[src/rtl/ctw_cfg.svh]
// timing constants and sizes for the transceiver mode and wake logic
`ifndef CTW_CFG_SVH
`define CTW_CFG_SVH
`define CTW_CLK_MHZ        50
`define CTW_WAKE_MIN_US    8
`define CTW_WAKE_MAX_US    38
`define CTW_BUS_WAKE_US    38
`define CTW_WAKE_CYC       ((`CTW_WAKE_MIN_US * `CTW_CLK_MHZ) + 1)
`define CTW_BUS_WAKE_CYC   ((`CTW_BUS_WAKE_US * `CTW_CLK_MHZ) + 1)
`define CTW_SLEEP_HOLD_US  5
`define CTW_SLEEP_HOLD_CYC (`CTW_SLEEP_HOLD_US * `CTW_CLK_MHZ)
`define CTW_PULSE_DIFF     4
`define CTW_FAULT_CYC      (1000 * `CTW_CLK_MHZ)
`define CTW_FIFO_DEPTH     4
`endif

[src/rtl/ctw_pkg.sv]
// types shared by the transceiver mode and wake logic
package ctw_pkg;
  typedef enum logic [1:0] {
    CTW_SLEEP,
    CTW_GOSLEEP,
    CTW_PONSTBY,
    CTW_NORMAL
  } ctw_mode_t;
endpackage

[src/rtl/ctw_ctrl.sv]
// mode, wake and indication logic of a fault tolerant bus transceiver
`include "ctw_cfg.svh"
module ctw_ctrl
  import ctw_pkg::*;
(
  // clock and power-on reset
  input  wire logic clock,
  input  wire logic sys_rst,
  // protocol controller side
  input  wire logic txData,
  input  wire logic txValid,
  output logic      txReady,
  output logic      rxData,
  input  wire logic standby_n,
  input  wire logic enable,
  output logic      errWake_n,
  // supply monitor
  input  wire logic logicSupplyOk,
  // bus comparators and drivers
  input  wire logic busHighDom,
  input  wire logic busLowDom,
  input  wire logic diffDom,
  output logic      highDrive,
  output logic      lowDrive,
  output logic      highDriveEn,
  output logic      lowDriveEn,
  // local wake and regulator inhibit
  input  wire logic localWake,
  output logic      regulator_inhibit_out,
  output logic      inhibitEn,
  output ctw_mode_t mode
);
  localparam logic [11:0] WAKE_CYC  = 12'(`CTW_WAKE_CYC);
  localparam logic [11:0] BUSW_CYC  = 12'(`CTW_BUS_WAKE_CYC);
  localparam logic [7:0]  HOLD_CYC  = 8'(`CTW_SLEEP_HOLD_CYC);
  localparam logic [15:0] FAULT_CYC = 16'(`CTW_FAULT_CYC);
  localparam logic [3:0]  PDIFF     = 4'(`CTW_PULSE_DIFF);

  //////////////////////////////////////////////////////////////////////////
  // input synchronisers
  logic [1:0] stbSync_q, enSync_q, wakeSync_q, supSync_q;
  logic [1:0] hiSync_q, loSync_q, dfSync_q;
  always_ff @(posedge clock) begin
    if (sys_rst) begin
      stbSync_q  <= 2'h3; // idle as power-on standby, no false sleep
      enSync_q   <= 2'h0;
      wakeSync_q <= 2'h0;
      supSync_q  <= 2'h3; // supply taken as good until sampled
      hiSync_q   <= 2'h0;
      loSync_q   <= 2'h0;
      dfSync_q   <= 2'h0;
    end else begin
      stbSync_q  <= {stbSync_q[0], standby_n};
      enSync_q   <= {enSync_q[0], enable};
      wakeSync_q <= {wakeSync_q[0], localWake};
      supSync_q  <= {supSync_q[0], logicSupplyOk};
      hiSync_q   <= {hiSync_q[0], busHighDom};
      loSync_q   <= {loSync_q[0], busLowDom};
      dfSync_q   <= {dfSync_q[0], diffDom};
    end
  end
  logic stbIn, enIn, wakeIn, hiDom, loDom, dfDom;
  // supply below threshold forces both controls low
  assign stbIn = stbSync_q[1] && supSync_q[1];
  assign enIn  = enSync_q[1] && supSync_q[1];
  assign wakeIn = wakeSync_q[1];
  assign hiDom  = hiSync_q[1];
  assign loDom  = loSync_q[1];
  assign dfDom  = dfSync_q[1];

  //////////////////////////////////////////////////////////////////////////
  // mode decode; sleep only after go-to-sleep held long enough
  ctw_mode_t mode_d, mode_q;
  logic [7:0] holdCnt_q;
  logic       wakeEvt;
  always_comb begin
    mode_d = mode_q;
    case ({stbIn, enIn})
      2'b11: mode_d = CTW_NORMAL;
      2'b10: mode_d = CTW_PONSTBY;
      2'b01: mode_d = (holdCnt_q >= HOLD_CYC) ? CTW_SLEEP : CTW_GOSLEEP;
      default: begin
        if (mode_q != CTW_SLEEP || wakeEvt) begin
          mode_d = CTW_GOSLEEP;
        end
        if (mode_q == CTW_GOSLEEP && holdCnt_q >= HOLD_CYC) begin
          mode_d = CTW_SLEEP;
        end
      end
    endcase
    if (mode_q == CTW_SLEEP && !stbIn && !wakeEvt) begin
      mode_d = CTW_SLEEP;
    end
  end
  always_ff @(posedge clock) begin
    if (sys_rst) begin
      mode_q <= CTW_PONSTBY;
    end else begin
      mode_q <= mode_d;
    end
  end
  // go-to-sleep hold counter
  always_ff @(posedge clock) begin
    if (sys_rst || mode_q != CTW_GOSLEEP) begin
      holdCnt_q <= 8'h0;
    end else if (holdCnt_q < HOLD_CYC && !stbIn && enIn) begin
      holdCnt_q <= holdCnt_q + 8'h1;
    end
  end
  assign mode = mode_q;

  //////////////////////////////////////////////////////////////////////////
  // local wake pulse filter, both polarities
  logic        wakeRef_q;
  logic [11:0] wakeCnt_q;
  logic        localWakeEvt;
  logic [1:0]  seedCnt_q;
  assign localWakeEvt = (wakeIn != wakeRef_q) && (wakeCnt_q >= WAKE_CYC);
  always_ff @(posedge clock) begin
    if (sys_rst) begin
      wakeRef_q <= 1'b0;
      wakeCnt_q <= 12'h0;
    end else if (wakeIn == wakeRef_q || seedCnt_q != 2'h3) begin
      wakeRef_q <= wakeIn; // follow the pin until it has settled
      wakeCnt_q <= 12'h0;
    end else if (localWakeEvt) begin
      wakeRef_q <= wakeIn;
      wakeCnt_q <= 12'h0;
    end else begin
      wakeCnt_q <= wakeCnt_q + 12'h1;
    end
  end
  // seed the wake reference once the synchroniser holds the pin level
  always_ff @(posedge clock) begin
    if (sys_rst) begin
      seedCnt_q <= 2'h0;
    end else if (seedCnt_q != 2'h3) begin
      seedCnt_q <= seedCnt_q + 2'h1;
    end
  end

  // bus dominant wake while either control is low
  logic [11:0] busCnt_q;
  logic        busWakeEvt;
  assign busWakeEvt = (busCnt_q >= BUSW_CYC);
  always_ff @(posedge clock) begin
    if (sys_rst || !dfDom || (stbIn && enIn) || busWakeEvt) begin
      busCnt_q <= 12'h0;
    end else begin
      busCnt_q <= busCnt_q + 12'h1;
    end
  end
  assign wakeEvt = localWakeEvt || busWakeEvt;

  //////////////////////////////////////////////////////////////////////////
  // inhibit output: high after power-on, floats in sleep
  logic inhFloat_q, wakeFlag_q, ponFlag_q;
  always_ff @(posedge clock) begin
    if (sys_rst) begin
      inhFloat_q <= 1'b0;
    end else if (wakeEvt) begin
      inhFloat_q <= 1'b0;
    end else if (mode_d == CTW_SLEEP) begin
      inhFloat_q <= 1'b1;
    end
  end
  assign regulator_inhibit_out = 1'b1;
  assign inhibitEn = !inhFloat_q;

  // power-on and wake flags; wake set wins over clear
  always_ff @(posedge clock) begin
    if (sys_rst) begin
      ponFlag_q  <= 1'b1;
      wakeFlag_q <= 1'b0;
    end else begin
      if (mode_q == CTW_NORMAL) begin
        ponFlag_q <= 1'b0;
      end
      if (wakeEvt) begin
        wakeFlag_q <= 1'b1;
      end else if (mode_q == CTW_NORMAL) begin
        wakeFlag_q <= 1'b0;
      end
    end
  end

  //////////////////////////////////////////////////////////////////////////
  // failure detector: pulse count difference and dominant timeout
  logic       hiPrev_q, loPrev_q;
  logic [3:0] hiCnt_q, loCnt_q;
  logic       wireFail_q, shortFail_q;
  logic [15:0] domCnt_q;
  logic       hiEdge, loEdge;
  assign hiEdge = hiDom && !hiPrev_q;
  assign loEdge = loDom && !loPrev_q;
  always_ff @(posedge clock) begin
    if (sys_rst || mode_q != CTW_NORMAL) begin
      hiPrev_q   <= 1'b0;
      loPrev_q   <= 1'b0;
      hiCnt_q    <= 4'h0;
      loCnt_q    <= 4'h0;
      wireFail_q <= 1'b0;
    end else begin
      hiPrev_q <= hiDom;
      loPrev_q <= loDom;
      if (hiEdge && loEdge) begin
        hiCnt_q <= 4'h0; // both lines pulse together: healthy
        loCnt_q <= 4'h0;
        wireFail_q <= 1'b0;
      end else if (hiEdge && hiCnt_q < PDIFF) begin
        hiCnt_q <= hiCnt_q + 4'h1;
        loCnt_q <= 4'h0;
      end else if (loEdge && loCnt_q < PDIFF) begin
        loCnt_q <= loCnt_q + 4'h1;
        hiCnt_q <= 4'h0;
      end
      if (hiCnt_q == PDIFF || loCnt_q == PDIFF) begin
        wireFail_q <= 1'b1;
      end
    end
  end
  // permanent dominant on a line means a short: go single wire
  always_ff @(posedge clock) begin
    if (sys_rst || mode_q != CTW_NORMAL) begin
      domCnt_q    <= 16'h0;
      shortFail_q <= 1'b0;
    end else if (dfDom != (hiDom && loDom) || (hiDom ^ loDom)) begin
      if (domCnt_q < FAULT_CYC) begin
        domCnt_q <= domCnt_q + 16'h1;
      end else begin
        shortFail_q <= 1'b1;
      end
    end else begin
      domCnt_q    <= 16'h0;
      shortFail_q <= 1'b0;
    end
  end

  //////////////////////////////////////////////////////////////////////////
  // transmit path through the fifo, one bit per cycle
  logic txFifoValid, txFifoData, txBit_q;
  ctw_fifo #(.WIDTH(1), .DEPTH(`CTW_FIFO_DEPTH)) u_txFifo (
    .clock    (clock),
    .sys_rst  (sys_rst),
    .inValid  (txValid),
    .inReady  (txReady),
    .inData   (txData),
    .outValid (txFifoValid),
    .outReady (mode_q == CTW_NORMAL),
    .outData  (txFifoData)
  );
  always_ff @(posedge clock) begin
    if (sys_rst || mode_q != CTW_NORMAL) begin
      txBit_q <= 1'b1; // recessive
    end else if (txFifoValid) begin
      txBit_q <= txFifoData;
    end
  end
  // drivers: differential, or one wire when shorted
  always_ff @(posedge clock) begin
    if (sys_rst) begin
      highDrive   <= 1'b0;
      lowDrive    <= 1'b0;
      highDriveEn <= 1'b0;
      lowDriveEn  <= 1'b0;
    end else begin
      highDrive   <= !txBit_q;
      lowDrive    <= !txBit_q;
      highDriveEn <= (mode_q == CTW_NORMAL) && !(shortFail_q && hiDom);
      lowDriveEn  <= (mode_q == CTW_NORMAL) && !(shortFail_q && !hiDom);
    end
  end
  // receive: differential comparator or surviving wire
  always_ff @(posedge clock) begin
    if (sys_rst) begin
      rxData <= 1'b1;
    end else if (shortFail_q) begin
      rxData <= hiDom ? !loDom : !hiDom;
    end else begin
      rxData <= !dfDom;
    end
  end

  //////////////////////////////////////////////////////////////////////////
  // error/wake indication
  always_ff @(posedge clock) begin
    if (sys_rst) begin
      errWake_n <= 1'b0;
    end else begin
      case (mode_d)
        CTW_NORMAL:  errWake_n <= !(wireFail_q || shortFail_q);
        CTW_PONSTBY: errWake_n <= !ponFlag_q;
        default:     errWake_n <= !wakeFlag_q;
      endcase
    end
  end

  // power-on flag clears only in normal mode
  chk_pon_clear: assert property (@(posedge clock)
    disable iff (sys_rst) ponFlag_q && mode_q != CTW_NORMAL |=> ponFlag_q)
    else $error("power-on flag cleared outside normal mode");
  // inhibit is released on sleep
  chk_sleep_float: assert property (@(posedge clock)
    disable iff (sys_rst) mode_q == CTW_SLEEP && !wakeEvt |-> !inhibitEn)
    else $error("inhibit driven in sleep");
  // wake drives inhibit next cycle
  chk_wake_inh: assert property (@(posedge clock)
    disable iff (sys_rst) wakeEvt |=> inhibitEn)
    else $error("inhibit not restored after wake");
  // drive enable, failure and power-on indications follow the mode
  chk_drive_en: assert property (@(posedge clock)
    disable iff (sys_rst) mode_q == CTW_NORMAL && !shortFail_q |=> highDriveEn)
    else $error("high driver not enabled in normal mode");
  chk_err_fail: assert property (@(posedge clock)
    disable iff (sys_rst) mode_d == CTW_NORMAL && wireFail_q |=> !errWake_n)
    else $error("line failure not shown on error output");
  chk_pon_show: assert property (@(posedge clock)
    disable iff (sys_rst) mode_d == CTW_PONSTBY && ponFlag_q |=> !errWake_n)
    else $error("power-on flag not shown in power-on standby");
endmodule

[src/rtl/ctw_fifo.sv]
// small valid/ready fifo for the transmit data path
module ctw_fifo #(
  parameter int WIDTH = 1,
  parameter int DEPTH = 4
) (
  // clock and reset
  input  wire logic             clock,
  input  wire logic             sys_rst,
  // fill side
  input  wire logic             inValid,
  output logic                  inReady,
  input  wire logic [WIDTH-1:0] inData,
  // drain side
  output logic                  outValid,
  input  wire logic             outReady,
  output logic      [WIDTH-1:0] outData
);
  localparam int AW = $clog2(DEPTH);
  logic [WIDTH-1:0] mem [DEPTH];
  logic [AW-1:0]    wrPtr_q;
  logic [AW-1:0]    rdPtr_q;
  logic [AW:0]      count_q;
  logic             push;
  logic             pop;

  // handshakes
  assign inReady  = (count_q != (AW+1)'(DEPTH));
  assign outValid = (count_q != '0);
  assign push     = inValid && inReady;
  assign pop      = outValid && outReady;
  assign outData  = mem[rdPtr_q];

  // storage
  always_ff @(posedge clock) begin
    if (push) begin
      mem[wrPtr_q] <= inData;
    end
  end

  // pointers and fill count
  always_ff @(posedge clock) begin
    if (sys_rst) begin
      wrPtr_q <= '0;
      rdPtr_q <= '0;
      count_q <= '0;
    end else begin
      if (push) begin
        wrPtr_q <= (wrPtr_q == AW'(DEPTH-1)) ? '0 : wrPtr_q + 1'b1;
      end
      if (pop) begin
        rdPtr_q <= (rdPtr_q == AW'(DEPTH-1)) ? '0 : rdPtr_q + 1'b1;
      end
      count_q <= count_q + (AW+1)'(push) - (AW+1)'(pop);
    end
  end
endmodule

[config.mk]
export PLATFORM = sky130hd
export DESIGN_NAME = ctw_ctrl
export DESIGN_NICKNAME = d
export VERILOG_FILES = /design/src/rtl/ctw_pkg.sv /design/src/rtl/ctw_ctrl.sv /design/src/rtl/ctw_fifo.sv
export VERILOG_INCLUDE_DIRS = /design/src /design/src/rtl
export SDC_FILE = /design/constraint.sdc
export NUM_CORES = 1
export LEC_CHECK = 0
export ABC_AREA = 1
export BUFFER_PORTS_ARGS = -buffer_cell sky130_fd_sc_hd__buf_4
export CORE_AREA = 2 2 71 124
export CTS_CLUSTER_DIAMETER = 200
export DETAILED_ROUTE_END_ITERATION = 10
export DIE_AREA = 0 0 73 126
export HOLD_SLACK_MARGIN = 0.03
export MAX_ROUTING_LAYER = met4
export PLACE_DENSITY = 0.79
export SLEW_MARGIN = 20
export SYNTH_ARGS = -nofsm -noshare
export SYNTH_HDL_FRONTEND = slang
export SYNTH_SLANG_ARGS = --single-unit
export TNS_END_PERCENT = 1
[constraint.sdc]
create_clock -name clock -period 1.7 [get_ports clock]
set_input_delay 0.085 -clock clock [delete_from_list [all_inputs] [get_ports clock]]
set_output_delay 0.085 -clock clock [all_outputs]
set_load 0.05 [all_outputs]
==> results_dict.tcl, run 1 <==
set metrics [dict create \
    cts_made_buffers 9 \
    antenna_found_initial 0 \
    groute.layer.met2.usage 0.374 \
    tritoncts "done" \
    finalSetupViolCount 2 \
    firstDrtPassIters 4 \
    synthesis.yosys.warnings 0 \
    violations "negative setup slack" \
    clock_path_buffers 2 \
    antenna_cells_inserted 0 \
    layout-area-overhead-vs-synth_pct 18.2 \
    synthesis.instances 545 \
    ys_dominant_reg_cell "sky130_fd_sc_hd__dfxtp_1" \
    regToRegEndpoint "u_txFifo.count_q[1]$_SDFF_PP0_" \
    global_route_wire_length_before_repair_um 14200 \
    detailed_route_wl_um 8110 \
    gp_routability_congestion 0.871 \
    first_global_vias 3542 \
    globalRoute.busiestLayer "met2" \
    global_route_total_overflow 0 \
    cp-start-kind "flop" \
    floorplan.initialDensity 0.536 \
    place_worst_setup_slack_ns -0.0969 \
    worstHoldEndpoint "u_txFifo.count_q[1]$_SDFF_PP0_" \
    finalNetCount 627 \
    grt_max_degree 23 \
    tritoncts_num_sinks 99 \
    leakage_nw 2.19 \
    required_worst_endpoint_ns 1.93 \
    seq_power_share 0.460 \
    fmaxAchievable_mhz 562 \
    cts_root_buf "sky130_fd_sc_hd__clkbuf_16" \
    fraction_of_final_layout_cells_sized_beyond_drive_strength_1 0.169 \
    dpl.hpwl_um 5890 \
    worst_r2r_startpoint "u_txFifo.count_q[2]$_SDFF_PP0_" \
    gr-usage-met1 0.184 \
    internal_power_mw 4.21 \
    worst_slack_ns -0.0805 \
    final.setup.tns_ns -0.124 \
    synth_top_cells_by_area "sky130_fd_sc_hd__dfxtp_1, sky130_fd_sc_hd__inv_1, sky130_fd_sc_hd__ha_1" \
    dpl_cell_area_um2 4750 \
    final.period_utilization 1.05 \
    post-place-cells 663 \
    timing.clock.skew_ns 0.00556 \
    report.power.total_mw 5.46 \
    drtIter0Drc 119 \
    placement.io_buffers 20 \
    rows 44 \
    hold_path_startpoint "sys_rst" \
    route.antenna.remaining_nets 0 \
    global_route.usage.met3 0.0472 \
    final_area_um2 5200 \
    avgSynthCellArea_um2 8.07 \
    path_class "flop to flop" \
    hold_depth 2 \
    total_via_count_in_the_routed_design 3468 \
    irDropWorstVdd_uv 800 \
    final_cell_count_no_fill 689 \
    worstSkewPairLatency_ns 0.34 \
    postSynth.asyncResetShare 0 \
    reg2reg_depth 8 \
    synth_cell_types 50 \
    gr_usage_total 0.200 \
    layout_min_cycle_time_ns 1.78 \
    filler_cell_count 672 \
    switchingPower_mw 1.25 \
    synthDominantAreaCellType "sky130_fd_sc_hd__dfxtp_1" \
    yosysTopAreaCellShare 0.432 \
    p_clk_frac 0.419 \
    maxCapViolCount 0 \
    rsz_0062_raised_after_global_routing "yes" \
    core_region_area_um2 8200 \
    biggest_fanout_along_the_worst_timing_path 2 \
    combPwrFrac 0.121 \
    total_drc_errors_in_the_routed_layout 0 \
    hold_path_class "input port to flop" \
    synth_enable_flop_cells 4 \
    chipWidth_um 73 \
    r2r_slack_ns -0.08 \
    ys_seq_elements 99 \
    final_max_slew_viol_count 0 \
    floorplan.die_area_um2 9200 \
    die_h_um 126 \
    hold_viol_final 0 \
    post-route-util 0.634 \
    power_density_nw_per_um2 1050 \
    cts-htree-levels 3 \
    switching_share 0.229 \
    syn_area_um2 4400 \
    avgRoutedWirePerCell_um 11.8 \
    endpoint_kind_of_the_worst_setup_timing_path "flop" \
    average_via_count_per_standard_cell 5.03 \
    cp.arrival_ns 2.01 \
    num_io_pins 22 \
    final_hold_slack_ns 0.0691 \
    status "finished with violations" \
    ys_seq_area_frac 0.460 \
    worst_setup_hold_path_clk_slew_ns 0.06 \
]
-- routing by layer --
metal	up-vias	routed length, um
met2	38	4620
li1	1802	-
met3	13	162
met1	1615	3150
met4	0	176
met5	-	0
-- kinds of logic (layout without fill, tap and decap cells) --
kind of cell	Yosys count	in the layout	synth area share
buf+inv	104	153	0.0925
other cells	2	5	0.00171
compound gates	76	76	0.0999
flops	99	99	0.460
fa+ha+maj	24	24	0.0700
simple gates	226	226	0.248
xor+xnor	14	14	0.0279
-- power groups by stage --
stage | sequential, mW | combinational, mW | clock, mW
detailed placement | 2.56 | 0.609 | 0
floorplan | 2.59 | 0.367 | 0
CTS | 2.51 | 0.658 | 2.33
global placement | 2.55 | 0.578 | 0
global route | 2.52 | 0.744 | 2.44
finish | 2.51 | 0.661 | 2.29
-- layout make-up --
class / instances / area (um2) / share of cell area
Sequential cell: 99 / 2040 / 0.393
Multi-Input combinational cell: 345 / 2010 / 0.387
Tap cell: 92 / 115 / 0.0221
Inverter: 97 / 368 / 0.0708
Timing Repair Buffer: 40 / 320 / 0.0616
Clock buffer: 11 / 243 / 0.0467
Clock inverter: 5 / 100 / 0.0193
-- synthesized netlist by cell type (3+ instances only) --
library cell and instances:
sky130_fd_sc_hd__xnor2_1 6, sky130_fd_sc_hd__nor3_1 8, sky130_fd_sc_hd__edfxtp_1 4, sky130_fd_sc_hd__ha_1 23, sky130_fd_sc_hd__clkbuf_1 3, sky130_fd_sc_hd__nand3_1 27
sky130_fd_sc_hd__nand4_1 6, sky130_fd_sc_hd__nand2_2 8, sky130_fd_sc_hd__nor2_2 3, sky130_fd_sc_hd__inv_2 4, sky130_fd_sc_hd__o21ai_1 3, sky130_fd_sc_hd__inv_1 91
sky130_fd_sc_hd__buf_4 3, sky130_fd_sc_hd__a21oi_1 37, sky130_fd_sc_hd__or2_2 5, sky130_fd_sc_hd__xor2_1 8, sky130_fd_sc_hd__o21ai_0 20, sky130_fd_sc_hd__nor2_4 3
sky130_fd_sc_hd__dfxtp_1 95, sky130_fd_sc_hd__nor3_2 3, sky130_fd_sc_hd__nor3b_1 4, sky130_fd_sc_hd__nor2_1 75, sky130_fd_sc_hd__nand2_1 73
-- placed cells by master (no fill, tap or decap), drive strengths merged, types with 3 or more instances in the layout --
master,count
or2,6
xnor2,6
nor3b,4
nand4,8
nor2,81
dfxtp,95
ha,23
o21ai,24
xor2,8
inv,96
bufinv,3
nor3,11
dlygate4sd3,8
clkbuf,11
edfxtp,4
a21oi,39
buf,32
nand2,83
conb,5
clkinv,3
nand3,28
-- critical path, stage by stage, from the launching register on --
cell                      delay [ns]
sky130_fd_sc_hd__dfxtp_2        0.33
sky130_fd_sc_hd__nor3_4         0.20
sky130_fd_sc_hd__nor2_2         0.07
sky130_fd_sc_hd__ha_1           0.28
sky130_fd_sc_hd__inv_1          0.06
sky130_fd_sc_hd__ha_1           0.13
sky130_fd_sc_hd__inv_1          0.05
sky130_fd_sc_hd__fa_2           0.51
sky130_fd_sc_hd__nor2_1         0.04
-- how the worst max path moves through the flow --
stage / to / slack, ns / from / cells after the start
after global routing: u_txFifo.count_q[2]$_SDFF_PP0_ / -0.20 / u_txFifo.count_q[2]$_SDFF_PP0_ / 10
final: u_txFifo.count_q[1]$_SDFF_PP0_ / -0.08 / u_txFifo.count_q[2]$_SDFF_PP0_ / 8
after global placement: u_txFifo.count_q[2]$_SDFF_PP0_ / -0.01 / u_txFifo.count_q[0]$_SDFF_PP0_ / 10
after detailed placement: u_txFifo.count_q[2]$_SDFF_PP0_ / -0.1 / u_txFifo.count_q[0]$_SDFF_PP0_ / 10
after floorplan: u_txFifo.count_q[2]$_SDFF_PP0_ / -0.01 / u_txFifo.count_q[1]$_SDFF_PP0_ / 10
after CTS: u_txFifo.count_q[1]$_SDFF_PP0_ / -0.11 / u_txFifo.count_q[1]$_SDFF_PP0_ / 8
-- state kept, by name, summed over array words and instances, names as in the netlist, 3 cells and up --
register and count:
u_txFifo.mem 4, hiCnt_q 4, u_txFifo.count_q 3, holdCnt_q 8, busCnt_q 12, wakeCnt_q 12, loCnt_q 4, domCnt_q 16
-- what timing repair did --
| action | in CTS | in global routing |
|---|---|---|
| pin swaps | 2 | 1 |
| setup endpoints to repair | 2 | 9 |
| endpoints found under the hold margin | 11 | 0 |
| setup buffers | 2 | 0 |
| resized for setup | 1 | 7 |
| hold buffers | 8 | 0 |
Note: power is estimated with default switching activity, not from simulation.
==> run 2: changes to the inputs <==
--- a/config.mk
+++ b/config.mk
@@ -6,15 +6,15 @@
 export SDC_FILE = /design/constraint.sdc
 export NUM_CORES = 1
 export LEC_CHECK = 0
-export ABC_AREA = 1
+export ABC_AREA = 0
 export BUFFER_PORTS_ARGS = -buffer_cell sky130_fd_sc_hd__buf_4
-export CORE_AREA = 2 2 71 124
+export CORE_AREA = 2 2 70 122
 export CTS_CLUSTER_DIAMETER = 200
 export DETAILED_ROUTE_END_ITERATION = 10
-export DIE_AREA = 0 0 73 126
+export DIE_AREA = 0 0 72 124
 export HOLD_SLACK_MARGIN = 0.03
 export MAX_ROUTING_LAYER = met4
-export PLACE_DENSITY = 0.79
+export PLACE_DENSITY = 0.77
 export SLEW_MARGIN = 20
 export SYNTH_ARGS = -nofsm -noshare
 export SYNTH_HDL_FRONTEND = slang
==> run 2 against run 1 <==
The run still ends with negative setup slack left. Power is 9.5% lower. Clock power is 20% lower. Cell count is 13% lower. Combinational power is 6.7% lower. Synthesized area is 5.5% lower. Hold slack worse by 0.0056 ns. Critical path depth is 1 lower. Clock skew is 0.0041 ns higher. First-iteration DRC count is 46% higher. Synthesized cell count is 19% lower. Highest routed layer unchanged.
==> results_dict.tcl, run 2 <==
set metrics [dict create \
    num_io_pins 22 \
    synthesis.yosys.warnings 0 \
    final.period_utilization 1.21 \
    first_global_vias 3187 \
    fmaxAchievable_mhz 486 \
    route.antenna.remaining_nets 0 \
    yosysTopAreaCellShare 0.458 \
    rows 43 \
    reg_top3 "domCnt_q (16), busCnt_q (12), wakeCnt_q (12)" \
    global_route.usage.met3 0.0429 \
    syn_area_um2 4160 \
    total_via_count_in_the_routed_design 3146 \
    antenna_cells_inserted 0 \
    average_via_count_per_standard_cell 5.27 \
    final_max_slew_viol_count 0 \
    cts-htree-levels 3 \
    synthesis.instances 441 \
    largest_register_ff_count 16 \
    synth_enable_flop_cells 4 \
    gr_usage_total 0.191 \
    die_h_um 124 \
    core_region_area_um2 7910 \
    yosys.cell_count.top_type "sky130_fd_sc_hd__dfxtp_1" \
    cp.arrival_ns 2.33 \
    global_route_total_overflow 0 \
    final.setup.tns_ns -4.44 \
    critical_path.max_stage_delay_ns 0.51 \
    leakage_nw 1.99 \
    fraction_of_final_layout_cells_sized_beyond_drive_strength_1 0.203 \
    maxCapViolCount 0 \
    globalRoute.busiestLayer "met2" \
    detailed_route_wl_um 7540 \
    groute.layer.met2.usage 0.356 \
    layout_min_cycle_time_ns 2.06 \
    drtIter0Drc 174 \
    violations "negative setup slack" \
    irDropWorstVdd_uv 728 \
    place_worst_setup_slack_ns -0.466 \
    chipWidth_um 72 \
    dpl.hpwl_um 5220 \
    finalNetCount 537 \
    dpl_cell_area_um2 4620 \
    timing.clock.skew_ns 0.00968 \
    worst_setup_hold_path_clk_slew_ns 0.07 \
    biggest_fanout_along_the_worst_timing_path 5 \
    required_worst_endpoint_ns 1.98 \
    tritoncts "done" \
    path_delay_family "simple AND/OR/NAND/NOR gates" \
    multi_input_gate_area_in_the_final_layout_um2 2070 \
    postSynth.asyncResetShare 0 \
    filler_cell_count 621 \
    ys_dominant_reg_cell "sky130_fd_sc_hd__dfxtp_1" \
    hold_path_class "input port to flop" \
    path_class "flop to flop" \
    cts_root_buf "sky130_fd_sc_hd__clkbuf_16" \
    status "finished with violations" \
    registers.top_by_ff_count "domCnt_q" \
    worstSkewPairLatency_ns 0.34 \
    cts_made_buffers 9 \
    ys_seq_area_frac 0.486 \
    placement.io_buffers 20 \
    power_density_nw_per_um2 978 \
    antenna_found_initial 0 \
    total_drc_errors_in_the_routed_layout 0 \
    crit_slowest_cell "sky130_fd_sc_hd__or4b_4" \
    layout-area-overhead-vs-synth_pct 21.6 \
    leading_cell_type_in_the_layout_fill_and_taps_excluded "sky130_fd_sc_hd__dfxtp_1" \
    endpoint_kind_of_the_worst_setup_timing_path "flop" \
    ys_seq_elements 99 \
    synth_cell_types 44 \
    finalSetupViolCount 15 \
    floorplan.initialDensity 0.526 \
    cp.buffers_inverters 1 \
    most-common-layout-cells "sky130_fd_sc_hd__dfxtp_1, sky130_fd_sc_hd__nor2_1, sky130_fd_sc_hd__buf_4" \
    synthDominantAreaCellType "sky130_fd_sc_hd__dfxtp_1" \
    rsz_0062_raised_after_global_routing "yes" \
    gr-usage-met1 0.194 \
    tritoncts_num_sinks 99 \
    area.sequential_um2 2030 \
    firstDrtPassIters 4 \
    gp_routability_congestion 0.805 \
    post_synth_most_frequent_cells "sky130_fd_sc_hd__dfxtp_1, sky130_fd_sc_hd__nor2_1, sky130_fd_sc_hd__inv_1" \
    avgRoutedWirePerCell_um 12.6 \
    hold_viol_final 0 \
    final_area_um2 5050 \
    worst_slack_ns -0.360 \
    grt_max_degree 21 \
    floorplan.die_area_um2 8930 \
    synth_top_cells_by_area "sky130_fd_sc_hd__dfxtp_1, sky130_fd_sc_hd__ha_1, sky130_fd_sc_hd__nor2_1" \
    avgSynthCellArea_um2 9.43 \
    cp-start-kind "flop" \
    clock_path_buffers 2 \
    critical_path.cell_chain "inv_2 -> ha_4 -> or4b_4 -> a211oi_2 -> o211ai_1 -> or3b_4 -> nor2_2" \
    global_route_wire_length_before_repair_um 13200 \
    r2r_slack_ns -0.36 \
]
-- run 2: cell types whose count changed in the layout (fill, tap and decap cells not counted), moves of 7 or more --
cell                       delta
sky130_fd_sc_hd__and3_1       +9
sky130_fd_sc_hd__mux2i_1      +8
sky130_fd_sc_hd__nand3_1     -11
sky130_fd_sc_hd__a21oi_1     -21
sky130_fd_sc_hd__xor2_1       +7
sky130_fd_sc_hd__nand2_2      -9
sky130_fd_sc_hd__inv_1       -65
sky130_fd_sc_hd__a211oi_1     +7
sky130_fd_sc_hd__nor2b_1     +13
sky130_fd_sc_hd__nand2_1     -56
sky130_fd_sc_hd__buf_4       +20
sky130_fd_sc_hd__o21ai_0     -13
sky130_fd_sc_hd__xnor2_1     +16
-- run 2: cell families (layout without fill, tap and decap cells) --
kind of cell	after synthesis	after routing	share of synthesized area
and+or+nand+nor	176	177	0.208
DFF	99	99	0.486
adders and majority gates	24	24	0.0741
AOI/OAI and AO/OA	52	52	0.0846
buffers and inverters	41	103	0.0406
xor gates and xnor gates	38	38	0.0801
other	2	5	0.00181
muxes	9	9	0.0247
-- run 2: worst paths after layout --
check / startpoint / endpoint / cells after the start
max: wakeCnt_q[1]$_SDFF_PP0_ / wakeCnt_q[7]$_SDFF_PP0_ / 7
min: sys_rst / wakeFlag_q$_SDFFE_PP0P_ / 2
max reg2reg: wakeCnt_q[1]$_SDFF_PP0_ / wakeCnt_q[7]$_SDFF_PP0_ / 7
min reg2reg: supSync_q[0]$_SDFF_PP1_ / supSync_q[1]$_SDFF_PP1_ / 1
-- run 2: cell type report --
type,instances,area share
clock buffers,10,0.0453
multi-input cells,305,0.409
clock inverters,6,0.00817
well taps,90,0.0223
inverters,27,0.0200
flip-flops and latches,99,0.402
repair buffers,60,0.0931
-- run 2: per-stage QoR --
stage	util	total power, mW	hold WS [ns]	std cells
6_report	0.639	4.95	0.0635	597
3_5_place_dp	0.585	3.12	0.277	571
3_3_place_gp	0.585	3.09	0.274	571
2_1_floorplan	-	2.91	0.184	444
4_1_cts	0.636	4.97	0.0548	597
5_1_grt	0.639	5.16	0.0889	597
-- run 2: timing repair --
item / 4_1_cts / 5_1_grt
setup buffers: 1 / 0
gates resized for setup: 11 / 6
pin swaps: 13 / 4
hold buffers: 8 / 0
hold endpoints to repair: 11 / 0
setup endpoints to repair: 30 / 34
cloned: 1 / 0
-- run 2: report_power, final --
| part | internal (mW) | switching, mW |
|---|---|---|
| clock | 0.993 | 0.847 |
| sequential | 2.43 | 0.0606 |
| combinational | 0.308 | 0.309 |
| total | 3.73 | 1.22 |
-- run 2: per-layer routing --
metal / vias to the layer above / wire length [um]
met1: 1488 / 3010
met4: 0 / 85
li1: 1595 / -
met3: 9 / 253
met2: 54 / 4180
met5: - / 0
==> run 3: changes to the inputs <==
--- a/config.mk
+++ b/config.mk
@@ -15,6 +15,7 @@
 export HOLD_SLACK_MARGIN = 0.03
 export MAX_ROUTING_LAYER = met4
 export PLACE_DENSITY = 0.77
+export REMOVE_ABC_BUFFERS = 1
 export SLEW_MARGIN = 20
 export SYNTH_ARGS = -nofsm -noshare
 export SYNTH_HDL_FRONTEND = slang
==> run 3 against run 2 <==
The run still ends with negative setup slack left. Worst setup slack got worse by 0.013 ns. Cell area up 0.82%. Maximum frequency is 0.64% lower. Highest routed layer unchanged. Register-to-register slack about the same. Via count rose by 1.0%. First-iteration DRC count shrank 28%. Hold slack gained 0.035 ns. Sequential cell count did not move. Largest power group unchanged. Sequential power is essentially flat. Combinational power is 5.0% higher.
==> results_dict.tcl, run 3 (synthesized netlist as in run 2, its figures left out) <==
set metrics [dict create \
    status "finished with violations" \
    violations "negative setup slack" \
    avgRoutedWirePerCell_um 13.3 \
    dpl.hpwl_um 5730 \
    cts_made_buffers 9 \
    biggest_fanout_along_the_worst_timing_path 5 \
    finalNetCount 539 \
    final_hold_slack_ns 0.0986 \
    cp.arrival_ns 2.36 \
    place_worst_setup_slack_ns -0.525 \
    core_region_area_um2 7910 \
    grt_max_degree 29 \
    filler_cell_count 631 \
    largest_register_ff_count 16 \
    worst_setup_hold_path_clk_slew_ns 0.07 \
    gp_routability_congestion 0.837 \
    switchingPower_mw 1.31 \
    cp-start-kind "flop" \
    firstDrtPassIters 4 \
    combPwrFrac 0.127 \
    timing.clock.skew_ns 0.00459 \
    final.period_utilization 1.22 \
    tritoncts_num_sinks 99 \
    cts-htree-levels 3 \
    reg_top3 "domCnt_q (16), busCnt_q (12), wakeCnt_q (12)" \
    rows 43 \
    worstSetupStartpoint "wakeCnt_q[1]$_SDFF_PP0_" \
    layout-area-overhead-vs-synth_pct 22.6 \
    num_io_pins 22 \
    report.power.total_mw 5.09 \
    worst_r2r_startpoint "wakeCnt_q[1]$_SDFF_PP0_" \
    worst_slack_ns -0.373 \
    detailed_route_wl_um 7990 \
    maxCapViolCount 0 \
    gr_usage_total 0.201 \
    global_route_wire_length_before_repair_um 13500 \
    antenna_cells_inserted 0 \
    p_clk_frac 0.381 \
    average_via_count_per_standard_cell 5.31 \
    route.antenna.remaining_nets 0 \
    hold_path_class "input port to flop" \
    leading_cell_type_in_the_layout_fill_and_taps_excluded "sky130_fd_sc_hd__dfxtp_1" \
    fraction_of_final_layout_cells_sized_beyond_drive_strength_1 0.218 \
    hold_viol_final 0 \
    worstSkewPairLatency_ns 0.35 \
    total_via_count_in_the_routed_design 3179 \
    floorplan.die_area_um2 8930 \
    floorplan.initialDensity 0.526 \
    leakage_nw 2.00 \
    seq_power_share 0.492 \
    most-common-layout-cells "sky130_fd_sc_hd__dfxtp_1, sky130_fd_sc_hd__nor2_1, sky130_fd_sc_hd__buf_4" \
    first_global_vias 3157 \
    chipWidth_um 72 \
    die_h_um 124 \
    final_cell_count_no_fill 599 \
    hold_path_startpoint "txValid" \
    layout_min_cycle_time_ns 2.07 \
    cts_root_buf "sky130_fd_sc_hd__clkbuf_16" \
    tritoncts "done" \
    registers.top_by_ff_count "domCnt_q" \
    fmaxAchievable_mhz 482 \
    global_route_total_overflow 0 \
    rsz_0062_raised_after_global_routing "yes" \
    final_max_slew_viol_count 0 \
    internal_power_mw 3.78 \
    post-place-cells 574 \
    drtIter0Drc 126 \
    switching_share 0.258 \
    power_density_nw_per_um2 1000 \
    clock_path_buffers 2 \
    required_worst_endpoint_ns 1.99 \
    total_drc_errors_in_the_routed_layout 0 \
    antenna_found_initial 0 \
    placement.io_buffers 20 \
    endpoint_kind_of_the_worst_setup_timing_path "flop" \
    path_class "flop to flop" \
    irDropWorstVdd_uv 1000 \
    finalSetupViolCount 26 \
]
[run 3: metrics by stage]
| stage | utilization | instance area (um2) | TNS, ns |
|---|---|---|---|
| after floorplan | - | 4100 | -10.91 |
| after global placement | 0.586 | 4630 | -5.25 |
| after detailed placement | 0.586 | 4630 | -6.75 |
| after CTS | 0.637 | 5040 | -5.42 |
| after global routing | 0.644 | 5100 | -6.92 |
| final | 0.644 | 5100 | -4.74 |
[run 3: final cells by class]
type,instances,area (um2),share of cell area
inverter,27,104,0.0204
sequential,99,2030,0.398
clock buffer,9,225,0.0442
multi-input combinational,305,2070,0.405
clock inverter,7,57.6,0.0113
tap,90,113,0.0221
timing repair buffer,62,502,0.0985
[run 3: worst max-delay path, stage by stage, from the launching register on]
cell	delay, ns
sky130_fd_sc_hd__dfxtp_2	0.34
sky130_fd_sc_hd__inv_2	0.04
sky130_fd_sc_hd__ha_2	0.16
sky130_fd_sc_hd__or4b_4	0.49
sky130_fd_sc_hd__a211oi_2	0.23
sky130_fd_sc_hd__o211ai_1	0.17
sky130_fd_sc_hd__or3b_4	0.48
sky130_fd_sc_hd__nor2_4	0.11
[run 3: power groups by stage]
stage | combinational (mW) | sequential (mW) | clock, mW
after floorplan | 0.301 | 2.56 | 0
after CTS | 0.598 | 2.49 | 1.98
after global routing | 0.713 | 2.51 | 2.08
after global placement | 0.545 | 2.53 | 0
after detailed placement | 0.575 | 2.54 | 0
final | 0.648 | 2.50 | 1.94
[run 3: layer usage]
| metal | global-route usage | up-vias | part of all wire |
|---|---|---|---|
| li1 | - | 1606 | - |
| met1 | 0.198 | 1524 | 0.40 |
| met2 | 0.370 | 38 | 0.56 |
| met3 | 0.0405 | 11 | 0.025 |
| met4 | 0.0932 | 0 | 0.021 |
| met5 | - | - | 0 |
[run 3: repair_timing]
action	CTS	global route
gates cloned	1	0
setup buffers	0	0
endpoints found under the hold margin	11	0
resized for setup	16	17
setup endpoints to repair	26	36
hold buffers	8	0
pin swaps	11	8
[run 3: path summary, 6_finish.rpt]
path                                     to  slack (ns)  depth (start not counted)
setup / recovery    wakeCnt_q[7]$_SDFF_PP0_       -0.37                          7
hold / removal    u_txFifo.mem[2]$_DFFE_PP_         0.1                          2
setup reg to reg    wakeCnt_q[7]$_SDFF_PP0_       -0.37                          7
hold reg to reg     stbSync_q[1]$_SDFF_PP1_        0.42                          1
